File: config.mk
export PLATFORM = sky130hd
export DESIGN_NAME = sar_sequencer
export DESIGN_NICKNAME = d
export VERILOG_FILES = /design/src/sar_seq_pkg.sv /design/src/sar_sequencer.sv /design/src/sar_register.sv
export SDC_FILE = /design/constraint.sdc
export NUM_CORES = 1
export LEC_CHECK = 0
export BUFFER_PORTS_ARGS = -buffer_cell sky130_fd_sc_hd__buf_2
export CAP_MARGIN = 20
export CORE_MARGIN = 5
export CORE_UTILIZATION = 45
export CTS_CLUSTER_DIAMETER = 40
export DETAILED_ROUTE_END_ITERATION = 10
export PLACE_DENSITY = 0.66
export SETUP_SLACK_MARGIN = 0.15
export SLEW_MARGIN = 20
export SYNTH_ARGS = -nofsm -noshare
export SYNTH_HDL_FRONTEND = slang
export SYNTH_SLANG_ARGS = --single-unit
File: constraint.sdc
create_clock -name MCLK -period 2.3 [get_ports MCLK]
set_clock_uncertainty 0.15 [all_clocks]
set_input_delay 0.23 -clock MCLK [delete_from_list [all_inputs] [get_ports MCLK]]
set_output_delay 0.23 -clock MCLK [all_outputs]
set_load 0.005 [all_outputs]
File: src/sar_seq_pkg.sv
package sar_seq_pkg;

  // ----------------------------------------------------------------
  // sequence timing, in converter clock edges after start falls
  // ----------------------------------------------------------------
  localparam int unsigned CNT_W          = 7;
  localparam int unsigned RESULT_BITS    = 8;
  localparam int unsigned CHAN_BITS      = 3;
  localparam int unsigned NUM_CHANNELS   = 8;
  localparam logic [CNT_W-1:0] EDGE_AZ_BEGIN   = 7'h01;
  localparam logic [CNT_W-1:0] EDGE_ACQ_BEGIN  = 7'h04;
  localparam logic [CNT_W-1:0] EDGE_CONV_BEGIN = 7'h08;
  localparam logic [CNT_W-1:0] EDGE_CONV_END   = 7'h40;
  localparam logic [CNT_W-1:0] EDGE_DONE       = 7'h43;
  localparam logic [2:0]       BIT_CLOCKS      = 3'h7;

  // ----------------------------------------------------------------
  // reset values
  // ----------------------------------------------------------------
  localparam logic [RESULT_BITS-1:0] RESULT_RST = 8'h00;
  localparam logic [RESULT_BITS-1:0] MASK_RST   = 8'h80;
  localparam logic [CHAN_BITS-1:0]   CHAN_RST   = 3'h0;
  localparam logic                   DONE_RST   = 1'b1;

  // ----------------------------------------------------------------
  // types
  // ----------------------------------------------------------------
  typedef enum logic [1:0] {
    ST_IDLE = 2'b00,
    ST_HOLD = 2'b01,
    ST_RUN  = 2'b10
  } seq_state_t;

  typedef struct packed {
    logic                 start;
    logic                 ale;
    logic                 oe;
    logic                 comp_high;
    logic [CHAN_BITS-1:0] channel_select;
  } pins_t;

  typedef struct packed {
    logic                   drive;
    logic [RESULT_BITS-1:0] data;
  } bus_out_t;

endpackage

File: src/sar_sequencer.sv
`timescale 1ns/1ps
module sar_sequencer
  import sar_seq_pkg::*;
(
  // clock and reset
  input  wire logic                                     MCLK,
  input  wire logic                                     ARST_N,
  // host pins
  input  wire logic                                     START,
  input  wire logic                                     ALE,
  input  wire logic                                     OE,
  input  wire logic [sar_seq_pkg::CHAN_BITS-1:0]        CHANNEL_SELECT,
  // analog front end
  input  wire logic                                     COMP_HIGH,
  output logic      [sar_seq_pkg::NUM_CHANNELS-1:0]     MUX_ENABLE,
  output logic                                          ACQUIRE,
  output logic                                          AUTO_ZERO,
  output logic      [sar_seq_pkg::RESULT_BITS-1:0]      DAC_CODE,
  // result bus and status
  output logic      [sar_seq_pkg::RESULT_BITS-1:0]      RESULT_BUS_O,
  output logic      [sar_seq_pkg::RESULT_BITS-1:0]      RESULT_BUS_OE,
  output logic                                          EOC
);

  import sar_seq_pkg::*;

  // ----------------------------------------------------------------
  // pin synchronisers
  // ----------------------------------------------------------------
  pins_t pins_raw;
  pins_t meta_q;
  pins_t sync_q;
  logic  ale_prev_q;
  logic  start_prev_q;

  assign pins_raw = '{start:          START,
                      ale:            ALE,
                      oe:             OE,
                      comp_high:      COMP_HIGH,
                      channel_select: CHANNEL_SELECT};

  always_ff @(posedge MCLK or negedge ARST_N) begin
    if (!ARST_N) begin
      meta_q       <= '0;
      sync_q       <= '0;
      ale_prev_q   <= 1'b0;
      start_prev_q <= 1'b0;
    end else begin
      meta_q       <= pins_raw;
      sync_q       <= meta_q;
      ale_prev_q   <= sync_q.ale;
      start_prev_q <= sync_q.start;
    end
  end

  logic ale_rise;
  logic start_fall;

  assign ale_rise   = sync_q.ale & ~ale_prev_q;
  assign start_fall = ~sync_q.start & start_prev_q;

  // ----------------------------------------------------------------
  // channel latch and decoder
  // ----------------------------------------------------------------
  function automatic logic [NUM_CHANNELS-1:0] decode_channel(
    input logic [CHAN_BITS-1:0] sel
  );
    logic [NUM_CHANNELS-1:0] onehot;
    onehot      = '0;
    onehot[sel] = 1'b1;
    return onehot;
  endfunction

  logic [CHAN_BITS-1:0]    chan_q;
  logic [CHAN_BITS-1:0]    chan_d;
  logic [NUM_CHANNELS-1:0] mux_q;
  logic [NUM_CHANNELS-1:0] mux_d;

  always_comb begin
    chan_d = chan_q;
    if (ale_rise) begin
      chan_d = sync_q.channel_select;
    end
    mux_d = decode_channel(chan_d);
  end

  always_ff @(posedge MCLK or negedge ARST_N) begin
    if (!ARST_N) begin
      chan_q <= CHAN_RST;
      mux_q  <= '0;
    end else begin
      chan_q <= chan_d;
      mux_q  <= mux_d;
    end
  end

  // ----------------------------------------------------------------
  // phase decode helpers
  // ----------------------------------------------------------------
  // true while cnt lies in [lo, hi)
  function automatic logic in_span(
    input logic [CNT_W-1:0] cnt,
    input logic [CNT_W-1:0] lo,
    input logic [CNT_W-1:0] hi
  );
    return (cnt >= lo) && (cnt < hi);
  endfunction

  // ----------------------------------------------------------------
  // conversion sequencer
  // ----------------------------------------------------------------
  seq_state_t             state_q;
  seq_state_t             state_d;
  logic [CNT_W-1:0]       cnt_q;
  logic [CNT_W-1:0]       cnt_d;
  logic                   acq_q;
  logic                   acq_d;
  logic                   az_q;
  logic                   az_d;
  logic                   restart;
  logic                   launch;
  logic                   running;
  logic                   conv_begin;
  logic                   conv_done;
  logic                   converting;

  // a start pulse at any point aborts and clears the sequence
  assign restart    = sync_q.start && (state_q != ST_HOLD);
  assign launch     = (state_q == ST_HOLD) && start_fall;
  assign running    = (state_q == ST_RUN) && !sync_q.start;
  assign conv_begin = running && (cnt_q == EDGE_CONV_BEGIN - 7'h01);
  assign conv_done  = running && (cnt_q == EDGE_DONE - 7'h01);
  assign converting = running && in_span(cnt_q, EDGE_CONV_BEGIN, EDGE_CONV_END);

  always_comb begin
    state_d = state_q;
    cnt_d   = cnt_q;
    acq_d   = 1'b0;
    az_d    = 1'b0;
    case (state_q)
      ST_IDLE: begin
        if (restart) begin
          state_d = ST_HOLD;
          cnt_d   = '0;
        end
      end
      ST_RUN: begin
        if (restart) begin
          state_d = ST_HOLD;
          cnt_d   = '0;
        end else begin
          cnt_d = cnt_q + 7'h01;
          az_d  = in_span(cnt_d, EDGE_AZ_BEGIN, EDGE_ACQ_BEGIN);
          acq_d = in_span(cnt_d, EDGE_ACQ_BEGIN, EDGE_CONV_BEGIN);
          if (conv_done) begin
            state_d = ST_IDLE;
          end
        end
      end
      ST_HOLD: begin
        if (launch) begin
          // first edge after start falls is edge one (late release slips one clock)
          state_d = ST_RUN;
          cnt_d   = EDGE_AZ_BEGIN;
          az_d    = 1'b1;
        end
      end
      default: begin
        state_d = ST_IDLE;
      end
    endcase
  end

  always_ff @(posedge MCLK or negedge ARST_N) begin
    if (!ARST_N) begin
      state_q <= ST_IDLE;
      cnt_q   <= '0;
      acq_q   <= 1'b0;
      az_q    <= 1'b0;
    end else begin
      state_q <= state_d;
      cnt_q   <= cnt_d;
      acq_q   <= acq_d;
      az_q    <= az_d;
    end
  end

  // ----------------------------------------------------------------
  // bit step timer, one decision per seven clocks
  // ----------------------------------------------------------------
  logic [2:0]             step_q;
  logic [2:0]             step_d;
  logic                   sar_clear;
  logic                   sar_decide;

  always_comb begin
    step_d     = step_q;
    sar_clear  = restart || (state_q == ST_HOLD);
    sar_decide = 1'b0;
    if (restart || conv_begin) begin
      step_d = '0;
    end else if (converting) begin
      if (step_q == BIT_CLOCKS - 3'h1) begin
        sar_decide = 1'b1;
        step_d     = '0;
      end else begin
        step_d = step_q + 3'h1;
      end
    end
  end

  always_ff @(posedge MCLK or negedge ARST_N) begin
    if (!ARST_N) begin
      step_q <= '0;
    end else begin
      step_q <= step_d;
    end
  end

  // ----------------------------------------------------------------
  // done flag and double-buffered result
  // ----------------------------------------------------------------
  logic                   eoc_q;
  logic                   eoc_d;
  logic [RESULT_BITS-1:0] result_q;
  logic [RESULT_BITS-1:0] result_d;
  logic [RESULT_BITS-1:0] sar_trial;
  logic [RESULT_BITS-1:0] sar_result;

  // an abort touches neither: the old word stays valid
  always_comb begin
    eoc_d    = eoc_q;
    result_d = result_q;
    if (conv_begin) begin
      eoc_d = 1'b0;
    end
    if (conv_done) begin
      result_d = sar_result;
      eoc_d    = 1'b1;
    end
  end

  always_ff @(posedge MCLK or negedge ARST_N) begin
    if (!ARST_N) begin
      eoc_q    <= DONE_RST;
      result_q <= RESULT_RST;
    end else begin
      eoc_q    <= eoc_d;
      result_q <= result_d;
    end
  end

  sar_register #(
    .WIDTH      (RESULT_BITS)
  ) u_sar (
    .clk        (MCLK),
    .arst_n     (ARST_N),
    .clear      (sar_clear),
    .decide     (sar_decide),
    .comp_high  (sync_q.comp_high),
    .trial_code (sar_trial),
    .result     (sar_result)
  );

  // ----------------------------------------------------------------
  // outputs
  // ----------------------------------------------------------------
  bus_out_t bus_q;

  always_ff @(posedge MCLK or negedge ARST_N) begin
    if (!ARST_N) begin
      bus_q <= '0;
    end else begin
      bus_q.drive <= sync_q.oe;
      bus_q.data  <= result_d;
    end
  end

  assign RESULT_BUS_O  = bus_q.data;
  assign RESULT_BUS_OE = {RESULT_BITS{bus_q.drive}};
  assign EOC           = eoc_q;
  assign MUX_ENABLE    = mux_q;
  assign ACQUIRE       = acq_q;
  assign AUTO_ZERO     = az_q;
  assign DAC_CODE      = sar_trial;

endmodule

File: src/sar_register.sv
`timescale 1ns/1ps
module sar_register
  import sar_seq_pkg::*;
#(
  parameter int unsigned WIDTH = RESULT_BITS
) (
  // clock and reset
  input  wire logic             clk,
  input  wire logic             arst_n,
  // control
  input  wire logic             clear,
  input  wire logic             decide,
  input  wire logic             comp_high,
  // code
  output logic      [WIDTH-1:0] trial_code,
  output logic      [WIDTH-1:0] result
);

  logic [WIDTH-1:0] sar_q;
  logic [WIDTH-1:0] sar_d;
  logic [WIDTH-1:0] mask_q;
  logic [WIDTH-1:0] mask_d;

  // ----------------------------------------------------------------
  // one decision per step, msb first
  // ----------------------------------------------------------------
  always_comb begin
    sar_d  = sar_q;
    mask_d = mask_q;
    if (clear) begin
      sar_d  = RESULT_RST;
      mask_d = MASK_RST;
    end else if (decide && (mask_q != '0)) begin
      if (comp_high) begin
        sar_d = sar_q | mask_q;
      end
      mask_d = mask_q >> 1;
    end
  end

  always_ff @(posedge clk or negedge arst_n) begin
    if (!arst_n) begin
      sar_q  <= RESULT_RST;
      mask_q <= MASK_RST;
    end else begin
      sar_q  <= sar_d;
      mask_q <= mask_d;
    end
  end

  // input below the bottom reference never trips: code stays zero
  assign trial_code = sar_q | mask_q;
  assign result     = sar_q;

endmodule

Word-level counts from Yosys, hierarchy flattened --
Cells that the tools add are included.
Storage, ports and cells: register bits after elaboration 67, bits of input ports 9, output and inout port bits 35, logic and storage cells 102
Operators by class: add/subtract/negate cells 2, magnitude comparators 8, eq/ne operators 9, mux-type cells 30, bitwise logic cells 5, reduce and logical (&&, ||, !) cells 24
Operators with widths (number):
- two-way mux 8 bit | 5
- two-way mux 7 bit | 3
- one-hot mux 7 bit (3 select lines) | 1
- two-way mux 3 bit | 4
- logical AND 1 bit | 11
- two-way mux 1 bit | 10
- two-way mux 2 bit | 4
- OR 8 bit | 1
- nonzero test 2 bit | 4
- nonzero test 8 bit | 1
- adder 7 x 1 -> 7 bit (second input constant) | 1
- == test 7 x 3 -> 1 bit (second input constant) | 1
- == test 7 bit (second input constant) | 1
- greater-or-equal comparator 7 x 1 -> 1 bit (second input constant) | 1
- greater-or-equal comparator 7 x 3 -> 1 bit (second input constant) | 1
- greater-or-equal comparator 7 x 4 -> 1 bit (second input constant) | 1
- < comparator 7 x 3 -> 1 bit (second input constant) | 1
- < comparator 7 x 4 -> 1 bit (second input constant) | 1
- < comparator 7 bit (second input constant) | 1
- one-hot mux 2 bit (3 select lines) | 1
- AND reduction 3 bit | 2
- < comparator 3 x 4 -> 1 bit (second input constant) | 1
- inequality test 2 bit (second input constant) | 2
- adder 3 x 1 -> 3 bit (second input constant) | 1
- 15 further kinds | 18

Longest topological paths before layout --
Gate-level depths: netlist of the first run.
depth in word-level cells 8, depth in mapped cells 8, gate-level depth less buffers 6

Cells and area by module --
A second synthesis of the first run with hierarchy kept.
Unflattened totals: cells, all modules 237, area, all modules 2845.2 um^2
Modules (own cells, without submodules):
- sar_sequencer | times used 1, cells an instance 176, area an instance 2160.8 um^2, sequential area each 1277.5 um^2
- sar_register | times used 1, cells an instance 61, area an instance 684.4 um^2, sequential area each 401.6 um^2

Least setup slack after synthesis of the first run --
No wires, ideal clock.
path kind register to register, from register state_q[0], to register u_sar.mask_q[0], library setup time 0.130 ns, arrival 1.822 ns, required time 2.020 ns, setup slack 0.198 ns, stages on the path, launching flop included 9, buffers on the path 2, period minus slack after synthesis 2.102 ns, cell sequence dfrtp_1 > inv_1 > ha_1 > or3b_1 > buf_2 > or3_1 > buf_6 > o21ai_1 > a21oi_1
On the way: word-level cells in the longest chain between the ends 7, elaborated cells between the ends (all ways) 14, those cells by class eq/ne (3); mux (3); reduce/logical (8)
RTL lines:
- start, declared | RTL line sar_sequencer.sv:112 | seq_state_t state_q;
- start signal, assigned | RTL line sar_sequencer.sv:181 | state_q <= state_d;
- == test 2 bit | RTL line sar_sequencer.sv:130 | assign running = (state_q == ST_RUN) && !sync_q.start;
- logical AND 1 bit | RTL line sar_sequencer.sv:130
- logical AND 1 bit (on tied branches) | RTL line sar_sequencer.sv:133, sar_sequencer.sv:131
- two-way mux 1 bit or logical OR 1 bit (tied branches) | RTL line sar_sequencer.sv:202, sar_sequencer.sv:200
- two-way mux 1 bit | RTL line sar_sequencer.sv:200 | if (restart || conv_begin) begin
- logical AND 1 bit | RTL line sar_register.sv:33 | end else if (decide && (mask_q != '0)) begin
- nonzero test 2 bit (no line)
- end signal, assigned | RTL line sar_register.sv:47 | mask_q <= mask_d;
- end, declared | RTL line sar_register.sv:21 | logic [WIDTH-1:0] mask_q;
Several ways; a longest one is shown, not always the timed one. A chain may end at the register's enable or synchronous reset.

Final worst setup path of the first run --
from register state_q[0], to register u_sar.mask_q[1]
The elaborated chain is that of the path after synthesis.

==> impl_metrics.yaml, run 1 <==
sta:
  min_period_ps: 2060
  setup-tns-final_ps: 0
  rsz0062_at_grt: "true"
  setup_viol: 0
  fmax_mhz: 486
  hold_viol: 0
  tightest_slew_ps: 664
  min_period_over_period: 0.895
  holdWs_ps: 194
  maxSlewViolCount: 0
  max_slew_margin: 0.558
setup_path:
  crit_type: "reg -> reg"
  arrival_ps: 2130
  startpoint_type: "flip-flop"
  timing.critical_path.buf_inv: 1
  critPathMaxFanout: 8
  worstPathCellList: "inv_1 -> ha_2 -> or3b_4 -> or3_4 -> o21ai_1 -> a21oi_1"
  worst_setup_path_end_kind: "flip-flop"
  max_stage_delay_ps: 430
  slowest_stage: "dfrtp_1"
  critical-path-top-delay-family: "simple AND/OR/NAND/NOR gates"
  critical_path_required_ps: 2370
drt:
  vias_per_cell: 4.98
  ant_nets: 0
  wirelength_um: 5320
  first_iter_violations: 54
  avgRoutedWirePerCell_um: 13.4
  detailroute.via_count: 1978
  first_pass_iters: 4
  drcViolationCount: 0
clock_network:
  clock_latency_ps: 340
  cts_tree: "done"
  cts_max_path_buffers: 2
  cts_made_buffers: 9
  h-tree-depth: 3
  cts.clk_slew.worst_paths_ps: 70
  cts_root_buf: "clkbuf_8"
  cts_sinks: 67
yosys:
  synth_seq_cells: 67
  avgSynthCellArea_um2: 11.1
  synth_warnings: 0
  synth_area_um2: 2880
  synth.distinct_cells: 44
  ys_seq_area_frac: 0.583
  synthCells: 260
  syn-num-nets: 277
placed_design:
  dp_hpwl_um: 3650
  postPlaceCellArea_um2: 3150
  dp.cells: 371
  portBuffers: 43
  place_congestion: 0.822
cells_and_area:
  fin_nets: 333
  diodes: 0
  drive_gt1_frac: 0.281
  fin_area_um2: 3480
  layout_commonest_cell: "dfrtp_1"
  mostFrequentLayoutCells: "dfrtp_1, buf_2, nand2_1"
  area_delta_synth_final_pct: 21.0
  final_cell_count_no_fill: 397
die:
  rows: 29
  start_util: 0.458
  die_area_um2: 8090
  design.core.area_um2: 6280
  io_pins: 44
  die_h_um: 90.0
  fp.dieW_um: 90.0
grt:
  globalRouteTotalUtil: 0.144
  grt_pass1_vias: 1974
  antenna_found_initial: 0
  grt_max_degree: 68
  grt_pass1_wl_um: 9560
  grt-ovfl-total: 0
pwr:
  leakage_nw: 1.66
  powerDensity_nw_per_um2: 833
  ir_drop_uv: 514
worst_hold_path:
  hold_path_class: "reg -> reg"
run:
  max-cap-violations: 0
status:
  status: "completed"
worst paths after layout:
kind | from | cells after the start | slack (ps) | to
min | meta_q[1]$_DFF_PN0_ | 0 | 190 | sync_q[1]$_DFF_PN0_
max reg2reg | state_q[0]$_DFFE_PN0P_ | 6 | 240 | u_sar.mask_q[1]$_DFFE_PN0P_
min in group asynchronous | ARST_N | 3 | 290 | chan_q[0]$_DFF_PN0_
max | state_q[0]$_DFFE_PN0P_ | 6 | 240 | u_sar.mask_q[1]$_DFFE_PN0P_
min reg2reg | meta_q[1]$_DFF_PN0_ | 0 | 190 | sync_q[1]$_DFF_PN0_
max in group asynchronous | ARST_N | 3 | 1390 | u_sar.mask_q[7]$_DFFE_PN1P_
per-stage QoR:
stage / setup slack, ps / util / power, W
after floorplan: 198 / - / 0.00166
after global placement: 173 / 0.501 / 0.00183
after detailed placement: 111 / 0.501 / 0.00185
after CTS: 188 / 0.552 / 0.00291
after global routing: 125 / 0.555 / 0.00308
final: 242 / 0.555 / 0.00290
repair_timing:
action | 4_1_cts | 5_1_grt
endpoints found under the hold margin | 72 | 0
endpoints found under the setup margin | 12 | 20
hold buffers | 8 | 0
buffers inserted | 2 | 1
gates resized for setup | 1 | 4
per-layer routing:
layer	track usage	routed length, µm	vias up
li1	-	-	1004
met1	0.192	2480	926
met2	0.213	2460	40
met3	0.0492	281	8
met4	0.0633	93	0
met5	0	0	-
power by group:
group          internal [W]  switching [W]
sequential          0.00125      0.0000422
combinational      0.000240       0.000322
clock              0.000630       0.000421
worst register-to-register path: cells and delay by family (launching register included):
family / cells / cell delay (ps)
adder cells (fa/ha/maj): 1 / 230
flip-flops: 1 / 430
AO/OA/AOI/OAI: 2 / 230
buffers and inverters: 1 / 100
AND/OR/NAND/NOR: 2 / 810
final cells by class:
cell class	instances	area (µm²)
fill	545	2800
sequential	67	1680
multi-input combinational	162	1060
timing repair buffer	60	375
clock buffer	10	138
tap	77	96.3
clock inverter	5	77.6
inverter	16	60.1
flip-flops by register name, summed over array words and instances (netlist names), 2 cells and up:
register / flops
state_q: 2
chan_q: 3
u_sar.result: 8
meta_q: 7
sync_q: 7
step_q: 3
MUX_ENABLE: 8
u_sar.mask_q: 8
cnt_q: 7
RESULT_BUS_O: 8
kinds of logic (layout without fill, tap and decap cells):
family / Yosys count / after routing / synth area share
adders and majority gates: 8 / 8 / 0.0348
buffers and inverters: 31 / 91 / 0.0557
muxes: 7 / 7 / 0.0261
AOI/OAI and AO/OA: 60 / 60 / 0.125
DFF: 67 / 67 / 0.583
and+or+nand+nor: 85 / 85 / 0.169
xor gates and xnor gates: 2 / 2 / 0.00609
cells in the mapped netlist (all sizes together):
cell / count / area, µm²
and4bb: 1 / 12.5
mux2: 4 / 45.0
clkbuf: 4 / 15.0
nand2b: 9 / 56.3
inv: 16 / 60.1
o2bb2ai: 4 / 35.0
or3b: 1 / 8.76
xnor2: 2 / 17.5
a211oi: 2 / 15.0
o31ai: 2 / 15.0
o211ai: 2 / 15.0
o311ai: 1 / 8.76
a21o: 2 / 15.0
or2: 9 / 56.3
o21ai: 23 / 115
buf: 11 / 85.1
mux2i: 3 / 30.0
nor4: 2 / 12.5
ha: 8 / 100
dfstp: 2 / 52.6
nand3: 11 / 72.6
a21oi: 19 / 95.1
dfrtp: 65 / 1630
nor2b: 2 / 12.5
nand4b: 1 / 8.76
nor4bb: 1 / 10.0
nand2: 23 / 86.3
nor2: 8 / 30.0
nor3: 8 / 62.6
a31oi: 1 / 6.26
and2: 3 / 18.8
nor3b: 1 / 7.51
or3: 2 / 12.5
a41o: 2 / 20.0
and3: 3 / 18.8
a2111oi: 1 / 8.76
a221o: 1 / 10.0
No activity file was read; power rests on OpenSTA's default activity.
==> inputs of run 2 (changes only) <==
- PLACE_DENSITY: 0.66 -> 0.68
- clock period: 2.3 -> 1.8 ns (I/O delays scaled with it)
==> run 2 against run 1 <==
  * First-iteration DRC count rose by 48%
  * The run now ends with setup timing left
  * Cell count rose by 8.1%
  * Sequential power rose by 27%
  * Maximum frequency increased by 4.4%
  * Core utilization increased by 9.5 points
  * Cell area rose by 17%
==> impl_metrics.yaml, run 2 (synthesized netlist as in run 1, its figures left out) <==
drt:
  detailroute.via_count: 2242
  avgRoutedWirePerCell_um: 15.4
  ant_nets: 0
  drcViolationCount: 0
  vias_per_cell: 5.23
  wirelength_um: 6600
  first_pass_iters: 5
  first_iter_violations: 80
status:
  status: "finished, violations left"
  violations: "setup timing"
placed_design:
  dp_hpwl_um: 3920
  place_congestion: 0.829
  place_ws_ps: -197
  portBuffers: 43
  postPlaceCellArea_um2: 3350
die:
  io_pins: 44
  fp.dieW_um: 90.0
  start_util: 0.458
  design.core.area_um2: 6280
  rows: 29
  die_h_um: 90.0
  die_area_um2: 8090
sta:
  tightest_slew_ps: 623
  setup_viol: 27
  max_slew_margin: 0.585
  min_period_over_period: 1.09
  fmax_mhz: 507
  hold_viol: 0
  holdWs_ps: 200
  rsz0062_at_grt: "true"
  min_period_ps: 1970
  timing.final.ws_setup_ps: -171
  maxSlewViolCount: 0
clock_network:
  clock_latency_ps: 330
  cts_max_path_buffers: 2
  cts_sinks: 67
  cts_made_buffers: 9
  cts.clk_slew.worst_paths_ps: 70
  cts_root_buf: "clkbuf_8"
  cts_tree: "done"
  h-tree-depth: 3
grt:
  grt_pass1_wl_um: 10900
  antenna_found_initial: 0
  grt_pass1_vias: 2256
  grt_max_degree: 68
  globalRouteTotalUtil: 0.164
  grt-ovfl-total: 0
cells_and_area:
  area_delta_synth_final_pct: 41.7
  diodes: 0
  fin_area_um2: 4080
  fin_nets: 364
  drive_gt1_frac: 0.491
  layout_commonest_cell: "dfrtp_1"
  mostFrequentLayoutCells: "dfrtp_1, buf_2, buf_4"
setup_path:
  r2r_slack_ps: -170
  worst_setup_path_end_kind: "flip-flop"
  crit_type: "reg -> reg"
  r2r_end: "u_sar.mask_q[6]$_DFFE_PN0P_"
  startpoint_type: "flip-flop"
  rr_worst_depth: 6
  arrival_ps: 2030
  startpoint: "state_q[0]$_DFFE_PN0P_"
  critPathMaxFanout: 8
  critical_path_required_ps: 1860
  timing.rr.start: "state_q[0]$_DFFE_PN0P_"
pwr:
  powerDensity_nw_per_um2: 1060
  ir_drop_uv: 660
  leakage_nw: 1.85
worst_hold_path:
  hold_depth: 0
  holdPathEnd: "sync_q[0]$_DFF_PN0_"
  hold_path_class: "reg -> reg"
  min_from: "meta_q[0]$_DFF_PN0_"
run:
  max-cap-violations: 0
-- run 2: layout make-up --
| type | count | area [µm²] |
|---|---|---|
| inverter | 16 | 60.1 |
| tap | 77 | 96.3 |
| sequential | 67 | 1680 |
| clock inverter | 4 | 52.6 |
| fill | 482 | 2200 |
| clock buffer | 12 | 135 |
| timing repair buffer | 91 | 674 |
| multi-input combinational | 162 | 1380 |
-- run 2: metal layers --
metal,up-vias,GRT usage,part of all wire
met5,-,0,0
met4,0,0.0571,0.013
met3,11,0.0484,0.042
met2,51,0.276,0.53
met1,1113,0.200,0.42
li1,1067,-,-
-- run 2: timing repair --
item / 4_1_cts / 5_1_grt
hold endpoints to repair: 72 / 0
hold buffers: 8 / 0
buffers inserted: 8 / 3
setup endpoints to repair: 32 / 43
gates cloned: 1 / 0
pin swaps: 19 / 14
resized for setup: 63 / 22
-- run 2: worst max-delay path: stages, from the launching register on --
cell     delay (ps)
dfrtp_1         390
inv_2            80
ha_4            130
or3b_4          380
or3_4           430
o21ai_1         210
a21oi_2          70
-- run 2: through the flow --
stage	power, W	instances	setup TNS (ps)	utilization
6_report	0.00433	429	-2270	0.649
5_1_grt	0.00454	429	-4450	0.649
4_1_cts	0.00425	426	-2340	0.631
3_5_place_dp	0.00253	393	-3090	0.534
3_3_place_gp	0.00250	393	-2140	0.534
2_1_floorplan	0.00214	260	-4550	-
-- run 2: how the worst max path moves through the flow --
stage	endpoint	slack, ps	cells past startpoint
after CTS	u_sar.mask_q[1]$_DFFE_PN0P_	-150	8
after detailed placement	u_sar.mask_q[2]$_DFFE_PN0P_	-200	8
after global placement	u_sar.mask_q[4]$_DFFE_PN0P_	-140	6
after floorplan	u_sar.mask_q[0]$_DFFE_PN0P_	-290	8
final	u_sar.mask_q[6]$_DFFE_PN0P_	-170	6
after global routing	u_sar.mask_q[6]$_DFFE_PN0P_	-210	8
-- run 2: power breakdown --
part	internal, W	leakage (nW)	total (W)	switching [W]
Clock	0.000644	0.0945	0.00120	0.000553
Combinational	0.000784	0.884	0.00149	0.000704
Sequential	0.00159	0.873	0.00164	0.0000480
